File: src/rtl/port_e_pkg.sv
package port_e_pkg;

  // Register indices on the plain register port
  localparam logic [2:0] ADDR_PIN_DATA = 3'h0;
  localparam logic [2:0] ADDR_LATCH = 3'h1;
  localparam logic [2:0] ADDR_CTRL = 3'h2;
  localparam logic [2:0] ADDR_IRQ_STATUS = 3'h3;
  localparam logic [2:0] ADDR_IRQ_ENABLE = 3'h4;
  localparam logic [2:0] ADDR_IRQ_CLEAR = 3'h5;
  localparam logic [2:0] ADDR_SLAVE_DATA = 3'h6;

  // Control register fields, reset values and strobe pin indices
  localparam int CTRL_IN_FULL = 7;
  localparam int CTRL_OUT_FULL = 6;
  localparam int CTRL_IN_OVERFLOW = 5;
  localparam int CTRL_MODE = 4;
  localparam logic [2:0] DIR_RESET = 3'h7;
  localparam logic [2:0] LATCH_RESET = 3'h0;
  localparam logic [2:0] ANALOG_RESET = 3'h7;
  localparam int PIN_RD = 0;
  localparam int PIN_WR = 1;
  localparam int PIN_CS = 2;

  // Interrupt status bits
  localparam int IRQ_WRITE_DONE = 0;
  localparam int IRQ_READ_DONE = 1;
  localparam int IRQ_OVERFLOW = 2;
  localparam int IRQ_BITS = 3;

  // External strobe snapshot (active-low on the wire)
  typedef struct packed {
    logic cs_n;
    logic wr_n;
    logic rd_n;
  } strobe_s;

endpackage : port_e_pkg

File: src/rtl/port_e_io.sv
`timescale 1ns/10ps
// Function
// - Small package: only bit 3 when clear off
// - Bit 7 read-only, set on received word
// - Bit 6 read-only, high until word read
// - Bit 5 set on write while unread
// - Bit 4 selects slave port mode
// - Bit 3 reads zero, writes ignored
// - Bits 2..0: one input, zero output
// - Output pin driven from latch, even analog
// - Input pin reads level, not when analog
// - Slave mode: pin 0 read strobe
// - Slave mode: pin 1 write strobe
// - Slave mode: pin 2 chip select
// - Reset makes pins 0..2 inputs; analog comes from analog_select
// - Clear enabled: shared pin is reset input
// - Clear disabled: shared pin is data bit 3
// - Data bits 7..4 read zero; latch 3 bits
// - Latch register reads latch, not pins
// - Analog pins read zero
module port_e_io (
  input wire logic mclk,
  input wire logic nrst,
  input wire logic [2:0] reg_addr,
  input wire logic [7:0] reg_wdata,
  input wire logic reg_wr,
  input wire logic reg_rd,
  output logic [7:0] reg_rdata,
  input wire logic small_package,
  input wire logic master_clear_enable_cfg,
  input wire logic [2:0] analog_select,
  input wire logic [2:0] pin_in,
  output logic [2:0] pin_out,
  output logic [2:0] pin_oe,
  input wire logic port_bit3_input,
  output logic master_clear_req,
  input wire logic [7:0] slave_bus_in,
  output logic [7:0] slave_bus_out,
  output logic slave_bus_oe,
  output logic irq
);

  logic [2:0] latch_r;
  logic [2:0] dir_r;
  logic mode_r;
  // Slave port status flags of the control register
  logic input_buffer_full_r;
  logic output_buffer_full_r;
  logic input_overflow_r;
  logic [7:0] in_word_r;
  logic [7:0] out_word_r;
  logic [2:0] irq_status_r;
  logic [2:0] irq_enable_r;
  port_e_pkg::strobe_s strb_prev_r;
  port_e_pkg::strobe_s strb;
  logic strobes_on;
  logic wr_active;
  logic rd_active;
  logic wr_prev;
  logic rd_prev;
  logic wr_end;
  logic rd_start;
  logic rd_end;
  logic cpu_rd_word;
  logic cpu_wr_word;
  logic [7:0] rdata_nxt;
  logic [2:0] dig_in;

  // Strobes only act in slave mode with all three pins as inputs
  assign strobes_on = mode_r && (dir_r == 3'h7);
  assign strb.rd_n = pin_in[port_e_pkg::PIN_RD];
  assign strb.wr_n = pin_in[port_e_pkg::PIN_WR];
  assign strb.cs_n = pin_in[port_e_pkg::PIN_CS];
  assign wr_active = strobes_on && !strb.cs_n && !strb.wr_n;
  assign rd_active = strobes_on && !strb.cs_n && !strb.rd_n;
  assign wr_prev = !strb_prev_r.cs_n && !strb_prev_r.wr_n;
  assign rd_prev = !strb_prev_r.cs_n && !strb_prev_r.rd_n;
  // A transfer ends when either line returns high
  assign wr_end = wr_prev && !wr_active;
  assign rd_start = rd_active && !rd_prev;
  assign rd_end = rd_prev && !rd_active;
  assign cpu_rd_word = reg_rd && reg_addr == port_e_pkg::ADDR_SLAVE_DATA;
  assign cpu_wr_word = reg_wr && reg_addr == port_e_pkg::ADDR_SLAVE_DATA;

  // Digital input path is cut when a pin is analog
  assign dig_in = pin_in & ~analog_select;

  // Previous strobe levels, forced idle outside slave mode
  always_ff @(posedge mclk or negedge nrst) begin
    if (!nrst) begin
      strb_prev_r <= '1;
    end else if (strobes_on) begin
      strb_prev_r <= strb;
    end else begin
      strb_prev_r <= '1;
    end
  end

  // Output latch and direction, buffer full flags are not writable
  always_ff @(posedge mclk or negedge nrst) begin
    if (!nrst) begin
      latch_r <= port_e_pkg::LATCH_RESET;
      dir_r <= port_e_pkg::DIR_RESET;
      mode_r <= 1'b0;
    end else if (reg_wr) begin
      if (reg_addr == port_e_pkg::ADDR_LATCH ||
          reg_addr == port_e_pkg::ADDR_PIN_DATA) begin
        latch_r <= reg_wdata[2:0];
      end
      if (reg_addr == port_e_pkg::ADDR_CTRL) begin
        dir_r <= reg_wdata[2:0];
        mode_r <= reg_wdata[port_e_pkg::CTRL_MODE];
      end
    end
  end

  // Input buffer: data taken while the write is active, because the
  // master may change the bus as soon as it lifts a strobe
  always_ff @(posedge mclk or negedge nrst) begin
    if (!nrst) begin
      input_buffer_full_r <= 1'b0;
      in_word_r <= 8'h00;
    end else begin
      if (wr_active) begin
        in_word_r <= slave_bus_in;
      end
      // Flag set when the write ends; set wins over a CPU read
      if (wr_end) begin
        input_buffer_full_r <= 1'b1;
      end else if (cpu_rd_word) begin
        input_buffer_full_r <= 1'b0;
      end
    end
  end

  // Overflow: set wins over software clear
  always_ff @(posedge mclk or negedge nrst) begin
    if (!nrst) begin
      input_overflow_r <= 1'b0;
    end else if (wr_end && input_buffer_full_r) begin
      input_overflow_r <= 1'b1;
    end else if (reg_wr && reg_addr == port_e_pkg::ADDR_CTRL &&
                 !reg_wdata[port_e_pkg::CTRL_IN_OVERFLOW]) begin
      input_overflow_r <= 1'b0;
    end
  end

  // Output buffer: full after CPU write, empties on external read
  always_ff @(posedge mclk or negedge nrst) begin
    if (!nrst) begin
      output_buffer_full_r <= 1'b0;
      out_word_r <= 8'h00;
    end else begin
      if (cpu_wr_word) begin
        out_word_r <= reg_wdata;
      end
      // A write during an active read goes straight out, flag stays low
      if (cpu_wr_word && !rd_active) begin
        output_buffer_full_r <= 1'b1;
      end else if (rd_start) begin
        output_buffer_full_r <= 1'b0;
      end
    end
  end

  // Pin drivers: output when direction bit is zero, analog or not
  always_ff @(posedge mclk or negedge nrst) begin
    if (!nrst) begin
      pin_out <= 3'h0;
      pin_oe <= 3'h0;
    end else begin
      pin_out <= latch_r;
      pin_oe <= ~dir_r;
    end
  end

  // Slave data bus driven only while a read is in progress
  always_ff @(posedge mclk or negedge nrst) begin
    if (!nrst) begin
      slave_bus_out <= 8'h00;
      slave_bus_oe <= 1'b0;
    end else begin
      slave_bus_out <= cpu_wr_word ? reg_wdata : out_word_r;
      slave_bus_oe <= rd_active;
    end
  end

  // Shared pin as reset request, only where clear is enabled
  always_ff @(posedge mclk or negedge nrst) begin
    if (!nrst) begin
      master_clear_req <= 1'b0;
    end else begin
      master_clear_req <= master_clear_enable_cfg &&
                          !port_bit3_input;
    end
  end

  // Interrupt status: events set, clear register clears, set wins
  always_ff @(posedge mclk or negedge nrst) begin
    if (!nrst) begin
      irq_status_r <= '0;
      irq_enable_r <= '0;
    end else begin
      if (reg_wr && reg_addr == port_e_pkg::ADDR_IRQ_ENABLE) begin
        irq_enable_r <= reg_wdata[2:0];
      end
      irq_status_r <= (irq_status_r &
        ~((reg_wr && reg_addr == port_e_pkg::ADDR_IRQ_CLEAR) ?
          reg_wdata[2:0] : 3'h0)) |
        {wr_end && input_buffer_full_r, rd_end, wr_end};
    end
  end

  // Level interrupt, registered so the pin never glitches
  always_ff @(posedge mclk or negedge nrst) begin
    if (!nrst) begin
      irq <= 1'b0;
    end else begin
      irq <= |(irq_status_r & irq_enable_r);
    end
  end

  // Read mux; small package hides pin data bits 2..0
  always_comb begin
    rdata_nxt = 8'h00;
    unique case (reg_addr)
      port_e_pkg::ADDR_PIN_DATA: begin
        if (!master_clear_enable_cfg) begin
          rdata_nxt[3] = port_bit3_input;
        end
        if (!small_package) begin
          rdata_nxt[2:0] = dig_in;
        end
      end
      port_e_pkg::ADDR_LATCH: rdata_nxt[2:0] = latch_r;
      port_e_pkg::ADDR_CTRL: begin
        rdata_nxt = {input_buffer_full_r, output_buffer_full_r,
                     input_overflow_r, mode_r,
                     1'b0, dir_r};
      end
      port_e_pkg::ADDR_IRQ_STATUS: rdata_nxt[2:0] = irq_status_r;
      port_e_pkg::ADDR_IRQ_ENABLE: rdata_nxt[2:0] = irq_enable_r;
      port_e_pkg::ADDR_SLAVE_DATA: rdata_nxt = in_word_r;
      default: rdata_nxt = 8'h00;
    endcase
  end

  // Read data stand for one cycle only and are zero otherwise
  always_ff @(posedge mclk or negedge nrst) begin
    if (!nrst) begin
      reg_rdata <= 8'h00;
    end else if (reg_rd) begin
      reg_rdata <= rdata_nxt;
    end else begin
      reg_rdata <= 8'h00;
    end
  end

  // A finished external write raises the input full flag
  a_input_full_set: assert property (
    @(posedge mclk) disable iff (!nrst)
    wr_end |=> input_buffer_full_r)
    else $error("input full not set");

  // A write onto an unread word raises overflow
  a_overflow_set: assert property (
    @(posedge mclk) disable iff (!nrst)
    (wr_end && input_buffer_full_r) |=> input_overflow_r)
    else $error("overflow lost");

  // An external read empties the output buffer
  a_output_full_clear: assert property (
    @(posedge mclk) disable iff (!nrst)
    (rd_start && !cpu_wr_word) |=> !output_buffer_full_r)
    else $error("output full stuck");

  // Pins follow latch and direction, analog or not
  a_pin_drive: assert property (
    @(posedge mclk) disable iff (!nrst)
    1'b1 |=> pin_oe == ~$past(dir_r) && pin_out == $past(latch_r))
    else $error("pin drive wrong");

  // Unused control bit always reads zero
  a_bit3_zero: assert property (
    @(posedge mclk) disable iff (!nrst)
    reg_rd && reg_addr == port_e_pkg::ADDR_CTRL |=> !reg_rdata[3])
    else $error("bit 3 nonzero");

  // Upper data bits always read zero
  a_high_zero: assert property (
    @(posedge mclk) disable iff (!nrst)
    reg_rd && reg_addr == port_e_pkg::ADDR_PIN_DATA
    |=> reg_rdata[7:4] == 4'h0) else $error("data high bits");

  // No reset request while the shared pin is plain data
  a_clear_req_off: assert property (
    @(posedge mclk) disable iff (!nrst)
    !master_clear_enable_cfg |=> !master_clear_req)
    else $error("clear when disabled");

  // Outside slave mode strobes have no effect
  a_no_strobe: assert property (
    @(posedge mclk) disable iff (!nrst)
    !mode_r && !$past(mode_r) |-> !slave_bus_oe && !wr_end && !rd_end)
    else $error("strobe outside mode");

  // A CPU read of the word empties the input buffer
  a_input_full_clear: assert property (
    @(posedge mclk) disable iff (!nrst)
    (cpu_rd_word && !wr_end) |=> !input_buffer_full_r)
    else $error("input full stuck");

  // Overflow stays until software writes the control register
  a_overflow_hold: assert property (
    @(posedge mclk) disable iff (!nrst)
    input_overflow_r && !(reg_wr && reg_addr == port_e_pkg::ADDR_CTRL)
    |=> input_overflow_r) else $error("overflow dropped");

  // Overflow rises only on a write onto an unread word
  a_overflow_cause: assert property (
    @(posedge mclk) disable iff (!nrst)
    !input_overflow_r && !(wr_end && input_buffer_full_r)
    |=> !input_overflow_r) else $error("overflow without cause");

  // A CPU word outside a read fills the output buffer
  a_output_full_set: assert property (
    @(posedge mclk) disable iff (!nrst)
    (cpu_wr_word && !rd_active) |=> output_buffer_full_r)
    else $error("output full not set");

  // Mode bit takes the written value
  a_mode_write: assert property (
    @(posedge mclk) disable iff (!nrst)
    reg_wr && reg_addr == port_e_pkg::ADDR_CTRL
    |=> mode_r == $past(reg_wdata[port_e_pkg::CTRL_MODE]))
    else $error("mode not written");

  // Direction bits take the written value
  a_dir_write: assert property (
    @(posedge mclk) disable iff (!nrst)
    reg_wr && reg_addr == port_e_pkg::ADDR_CTRL
    |=> dir_r == $past(reg_wdata[2:0]))
    else $error("direction not written");

  // Software cannot write the buffer full flags
  a_flags_readonly: assert property (
    @(posedge mclk) disable iff (!nrst)
    reg_wr && reg_addr == port_e_pkg::ADDR_CTRL && !wr_end && !rd_start
    |=> $stable(input_buffer_full_r) && $stable(output_buffer_full_r))
    else $error("flag written");

  // Latch register reads the latch, never the pins
  a_latch_read: assert property (
    @(posedge mclk) disable iff (!nrst)
    reg_rd && reg_addr == port_e_pkg::ADDR_LATCH
    |=> reg_rdata == {5'h00, $past(latch_r)})
    else $error("latch read wrong");

  // Analog pins read zero
  a_analog_zero: assert property (
    @(posedge mclk) disable iff (!nrst)
    reg_rd && reg_addr == port_e_pkg::ADDR_PIN_DATA
    |=> (reg_rdata[2:0] & $past(analog_select)) == 3'h0)
    else $error("analog pin read");

  // Small package shows no pins but the shared one
  a_small_hide: assert property (
    @(posedge mclk) disable iff (!nrst)
    reg_rd && reg_addr == port_e_pkg::ADDR_PIN_DATA && small_package
    |=> reg_rdata[2:0] == 3'h0) else $error("hidden pins read");

  // Shared pin reads zero while it serves as reset input
  a_bit3_hidden: assert property (
    @(posedge mclk) disable iff (!nrst)
    reg_rd && reg_addr == port_e_pkg::ADDR_PIN_DATA &&
    master_clear_enable_cfg |=> !reg_rdata[3]) else $error("bit 3 shown");

  // Data bus is driven once an external read is active
  a_read_oe: assert property (
    @(posedge mclk) disable iff (!nrst)
    rd_active |=> slave_bus_oe)
    else $error("bus not driven");

endmodule : port_e_io

File: config.mk
export PLATFORM = sky130hd
export DESIGN_NAME = port_e_io
export DESIGN_NICKNAME = d
export VERILOG_FILES = /design/src/rtl/port_e_pkg.sv /design/src/rtl/port_e_io.sv
export SDC_FILE = /design/constraint.sdc
export NUM_CORES = 1
export LEC_CHECK = 0
export ABC_CLOCK_PERIOD_IN_PS = 1800
export BUFFER_PORTS_ARGS = -buffer_cell sky130_fd_sc_hd__clkbuf_2
export CORE_MARGIN = 8
export CORE_UTILIZATION = 46
export CTS_CLUSTER_DIAMETER = 50
export DETAILED_ROUTE_END_ITERATION = 10
export PLACE_DENSITY = 0.74
export SLEW_MARGIN = 20
export SYNTH_ARGS = -nofsm -noshare
export SYNTH_HDL_FRONTEND = slang
export SYNTH_SLANG_ARGS = --single-unit
File: constraint.sdc
create_clock -name mclk -period 1.8 [get_ports mclk]
set_clock_uncertainty 0.2 [all_clocks]
set_input_delay 0.18 -clock mclk [delete_from_list [all_inputs] [get_ports mclk]]
set_output_delay 0.18 -clock mclk [all_outputs]
set_load 0.1 [all_outputs]
* Yosys cells after proc, flatten, opt, wreduce, memory -nomap -nowiden *
Index checks and enable logic that the tools add are counted.

storage, ports and cells
  bits in registers = 52
  bits of input ports = 32
  output and inout port bits = 25
  logic and storage cells = 84

cells by class
  eq/ne operators = 7
  muxes and demuxes = 14
  bitwise gates (word level) = 7
  reductions and logical operators = 37

operator list
  cell                                                              count
  1-bit logical AND                                                 18
  3-bit one-hot mux with 6 select lines                             1
  3-bit == test (second input constant)                             4
  1-bit logical NOT                                                 11
  3-bit bitwise AND                                                 3
  3-bit 2-to-1 mux                                                  3
  3-bit inverter                                                    3
  8-bit 2-to-1 mux                                                  1
  4-bit one-hot mux with 2 select lines                             1
  1-bit 2-to-1 mux                                                  7
  3-bit by 2-bit == test with 1-bit output (second input constant)  2
  2-bit nonzero test                                                3
  2-bit AND reduction                                               2
  3-bit by 1-bit == test with 1-bit output (second input constant)  1
  3-bit logical NOT                                                 1
  3-bit OR                                                          1
  3-bit OR reduction                                                1
  1-bit one-hot mux with 2 select lines                             1
  1-bit logical OR                                                  1

* Depth between registers and ports, before layout *
  word-level depth = 8
  gate-level depth with buffers = 5
  depth with buffers taken out = 4

* Worst setup path after synthesis *
OpenSTA, ideal clock, no wires.

  kind = register to register
  start point = reg dir_r[0]
  end point = reg in_word_r[0]
  setup time = 0.125 ns
  arrival time = 1.431 ns
  required time = 1.475 ns
  setup slack = 0.045 ns
  stages on the path, launching flop included = 4
  path buffers = 0
  period minus slack after synthesis = 1.755 ns
  cells stage by stage = dfstp_2 nand4_1 nor3_4 mux2_2

between the ends
  word-level cells in the longest chain between the ends = 4

RTL lines
  what                             line              RTL
  from (decl)                      port_e_io.sv:44   logic [2:0] dir_r;
  from (signal assigned)           port_e_io.sv:103  dir_r <= port_e_pkg::DIR_RESET;
  from (signal assigned)           port_e_io.sv:111  dir_r <= reg_wdata[2:0];
  3-bit == test                    port_e_io.sv:70   assign strobes_on = mode_r && (dir_r == 3'h7);
  1-bit logical AND                port_e_io.sv:70
  1-bit logical AND (2 in series)  port_e_io.sv:74   assign wr_active = strobes_on && !strb.cs_n && !strb.wr_n;
  to (signal assigned)             port_e_io.sv:125  in_word_r <= slave_bus_in;
  to (decl)                        port_e_io.sv:50   logic [7:0] in_word_r;

Every way passes these cells.
A chain may end at the register's enable or synchronous reset.

* Worst setup path after layout *
  start point = reg dir_r[0]
  end point = reg irq_status_r[2]

between the ends
  word-level cells in the longest chain between the ends = 8

RTL lines
  what                             line              RTL
  3-bit == test                    port_e_io.sv:70
  1-bit logical AND                port_e_io.sv:70
  1-bit logical AND (2 in series)  port_e_io.sv:74
  1-bit logical NOT                port_e_io.sv:79   assign wr_end = wr_prev && !wr_active;
  1-bit logical AND                port_e_io.sv:79
  1-bit logical AND                port_e_io.sv:210  {wr_end && input_buffer_full_r, rd_end, wr_end};
  3-bit OR                         port_e_io.sv:209  reg_wdata[2:0] : 3'h0)) |
  to (signal assigned)             port_e_io.sv:207  irq_status_r <= (irq_status_r &
  to (decl)                        port_e_io.sv:52   logic [2:0] irq_status_r;

Every way passes these cells.

==> metrics.csv <==
metric,value,unit
final critical-path share of the clock period,96.5,%
"Worst Path Class, Setup",reg -> reg,
path depth of the worst reg2reg path,4,
worst IR drop on VDD,763,uV
Total Negative Setup Slacks,0,ns
capturing element of the worst setup path,irq_status_r[2],
first element of the critical path,dir_r[0],
die outline width,84.1,um
CTS resizes,0,
final setup vio count,0,
final non-filler cell total,307,
number of cells on the worst hold path,4,
Yosys reg bits,52,
Detail Placement HPWL,3.71,mm
total of fill cells in the finished design,326,
overall track demand over capacity in global routing,14.6,%
largest net degree at the start of global routing,53,
Placer Congestion,0.885,
number of buffers created by CTS,5,
least setup slack across all paths after layout,0.0631,ns
upper clock frequency limit,576,MHz
number of nets in the layout,286,
run status,completed,
violation count after the first detailed-routing iteration,103,
Netlist Area Pre-Place,0.00214,sq mm
number of unique standard cell types used by synthesis,33,
total via count after detailed routing,1608,
post-synth net total,193,
worst-case register-to-register setup slack,0.06,ns
Congestion Overflow GR,0,
finished layout cell area,0.00288,sq mm
number of cells after detailed placement,275,
Buffers on Ports,56,
Core ar.,0.00441,sq mm
number of sinks on the clock net,52,
largest area contributor in the netlist,sky130_fd_sc_hd__dfrtp_1,
Maximum Capacitance Violations,0,
asr flop ratio synth,100,%
most frequently used flop master after synthesis,sky130_fd_sc_hd__dfrtp_1,
cell at the root of the clock tree,sky130_fd_sc_hd__clkbuf_8,
endpoint arrival time on the critical path,1.72,ns
initial antenna violation count,0,
number of ports placed on the die boundary,57,
top post-synthesis cells by area,"sky130_fd_sc_hd__dfrtp_1 54%, sky130_fd_sc_hd__mux2_2 11%, sky130_fd_sc_hd__dfstp_2 7.4%",
RSZ-0062 raised after global routing,false,
post-layout util,65.2,%
Final Routed Wirelength,4.99,mm
DRC violation count after routing,0,
count of antenna diodes in the layout,0,
number of placement rows,24,
signed area change from the synthesized netlist to the final layout,34.7,%
Total Die Area,0.00708,sq mm
H-Tree Level Count,2,
Post-synth EDFFs,0,
DR vias/cell,5.24,
"CTS clk-pin slew, worst paths",0.08,ns
area after detailed placement,0.00256,sq mm
synthesized area per cell,13.3,sq um
starting utilization of the core area,48.4,%
final max-slew violation count,0,
Final Hold Violating Endpoints,0,
part of the Yosys area used for sequential elements,61.3,%
Worst Hold Class,in -> reg,
Worst Setup Start Kind,flop,
worst slack at placement,-0.0375,ns
clk_lat worst skew,0.29,ns
Crit Reg-Reg Startpoint,dir_r[0],
leakage component of the power,1.40,nW
number of iterations in the first detailed-routing pass,5,
"Req. time, crit path",1.78,ns
synthesized instance count,161,
proportion of layout cells with a drive suffix above 1,40.8,%
largest buffer count on any clock path,2,
element type at the critical path end,flop,
final critical path time including I/O delays and setup,1.74,ns
capturing point of the worst reg2reg path,irq_status_r[2],
clock tree from TritonCTS,built,
routed length per placed instance,16.3,um
Yosys warning total,0,
die outline height,84.1,um
"Max FO, Critical Path",7,
transition time at the pin with the least slew margin,0.548,ns
worst slew slack as a fraction of its limit,63.6,%
global-route wire length before repair,8.56,mm
vias in the first global route,1687,
power density of the placed cells,1120,mW/mm^2
remaining antenna violation count after routing,0,
most used cells in the layout excluding fill and tap cells,"56 x sky130_fd_sc_hd__clkbuf_2, 46 x sky130_fd_sc_hd__dfrtp_1, 23 x sky130_fd_sc_hd__dlygate4sd3_1",
fraction of synthesized cell area taken by the top area cell type,53.9,%
most common library cell in the layout ignoring fill and taps,sky130_fd_sc_hd__clkbuf_2,
## flip-flops by register name, summed over array words and instances, names as in the netlist
name and cells:
irq_enable_r 3, output_buffer_full_r 1, input_overflow_r 1, latch_r 3, irq 1, pin_out 3, reg_rdata 8, strb_prev_r 3
input_buffer_full_r 1, mode_r 1, pin_oe 3, slave_bus_oe 1, master_clear_req 1, irq_status_r 3, dir_r 3, slave_bus_out 8
in_word_r 8
## worst min path at each step
stage                                 start      endpoint  slack (ns)
global route        master_clear_enable_cfg  reg_rdata[3]        0.05
floorplan                              nrst  in_word_r[0]       -0.32
global placement                       nrst    pin_out[1]      -0.006
CTS                 master_clear_enable_cfg  reg_rdata[3]        0.03
finish              master_clear_enable_cfg  reg_rdata[3]        0.04
detailed placement                     nrst    pin_out[2]      -0.006
## metal layers
| metal | part of all wire, % | global-route usage, % |
|---|---|---|
| met5 | 0 | 0 |
| met4 | 0.96 | 3.30 |
| met3 | 8.6 | 5.41 |
| met2 | 46 | 22.8 |
| met1 | 45 | 18.9 |
## critical path, stage by stage (launching register included)
cell                      delay (ns)
sky130_fd_sc_hd__dfstp_2        0.53
sky130_fd_sc_hd__nand4_1        0.09
sky130_fd_sc_hd__buf_4          0.17
sky130_fd_sc_hd__or3_1          0.37
sky130_fd_sc_hd__a32o_1         0.28
## synth_stat cells (all sizes together) (2+ instances only)
master	instances
buf	4
a22o	2
or3	2
dfstp	6
nand2	9
o21ai	8
mux2	20
nor3b	2
o32ai	6
a32o	2
nor4b	2
nor2	6
nand2b	7
dfrtp	46
mux2i	10
o21a	3
inv	12
## through the flow
step,hold slack (ns),power (mW)
6_report,0.0363,3.21
3_3_place_gp,-0.00615,2.57
2_1_floorplan,-0.316,2.31
3_5_place_dp,-0.00636,2.58
5_1_grt,0.0463,3.36
4_1_cts,0.0293,3.24
## area by class of cell
type | instances | area (sq um) | share of cell area (%)
Clock buffer | 7 | 76.3 | 2.65
Clock inverter | 1 | 5.00 | 0.174
Inverter | 12 | 45.0 | 1.57
Multi-Input combinational cell | 92 | 752 | 26.1
Sequential cell | 52 | 1310 | 45.5
Tap cell | 52 | 65.1 | 2.26
Timing Repair Buffer | 91 | 626 | 21.7
## where the power goes
group / internal (mW) / leakage, nW / switching [mW]
Clock: 0.273 / 0.0422 / 0.338
Sequential: 1.38 / 0.647 / 0.107
Combinational: 0.304 / 0.710 / 0.807
Total: 1.96 / 1.40 / 1.25
## kinds of logic after synthesis
| logic type | share of synthesized area, % |
|---|---|
| AO/OA/AOI/OAI | 9.02 |
| flip-flops | 61.3 |
| buffers and inverters | 3.51 |
| multiplexers | 15.2 |
| AND/OR/NAND/NOR | 11.0 |
## timing repair
| item | CTS | global route |
|---|---|---|
| hold endpoints to repair | 80 | 0 |
| setup endpoints to repair | 11 | 0 |
| hold buffers | 23 | 0 |
| buffers inserted | 1 | 0 |
Power figures use the tool's default switching activity.
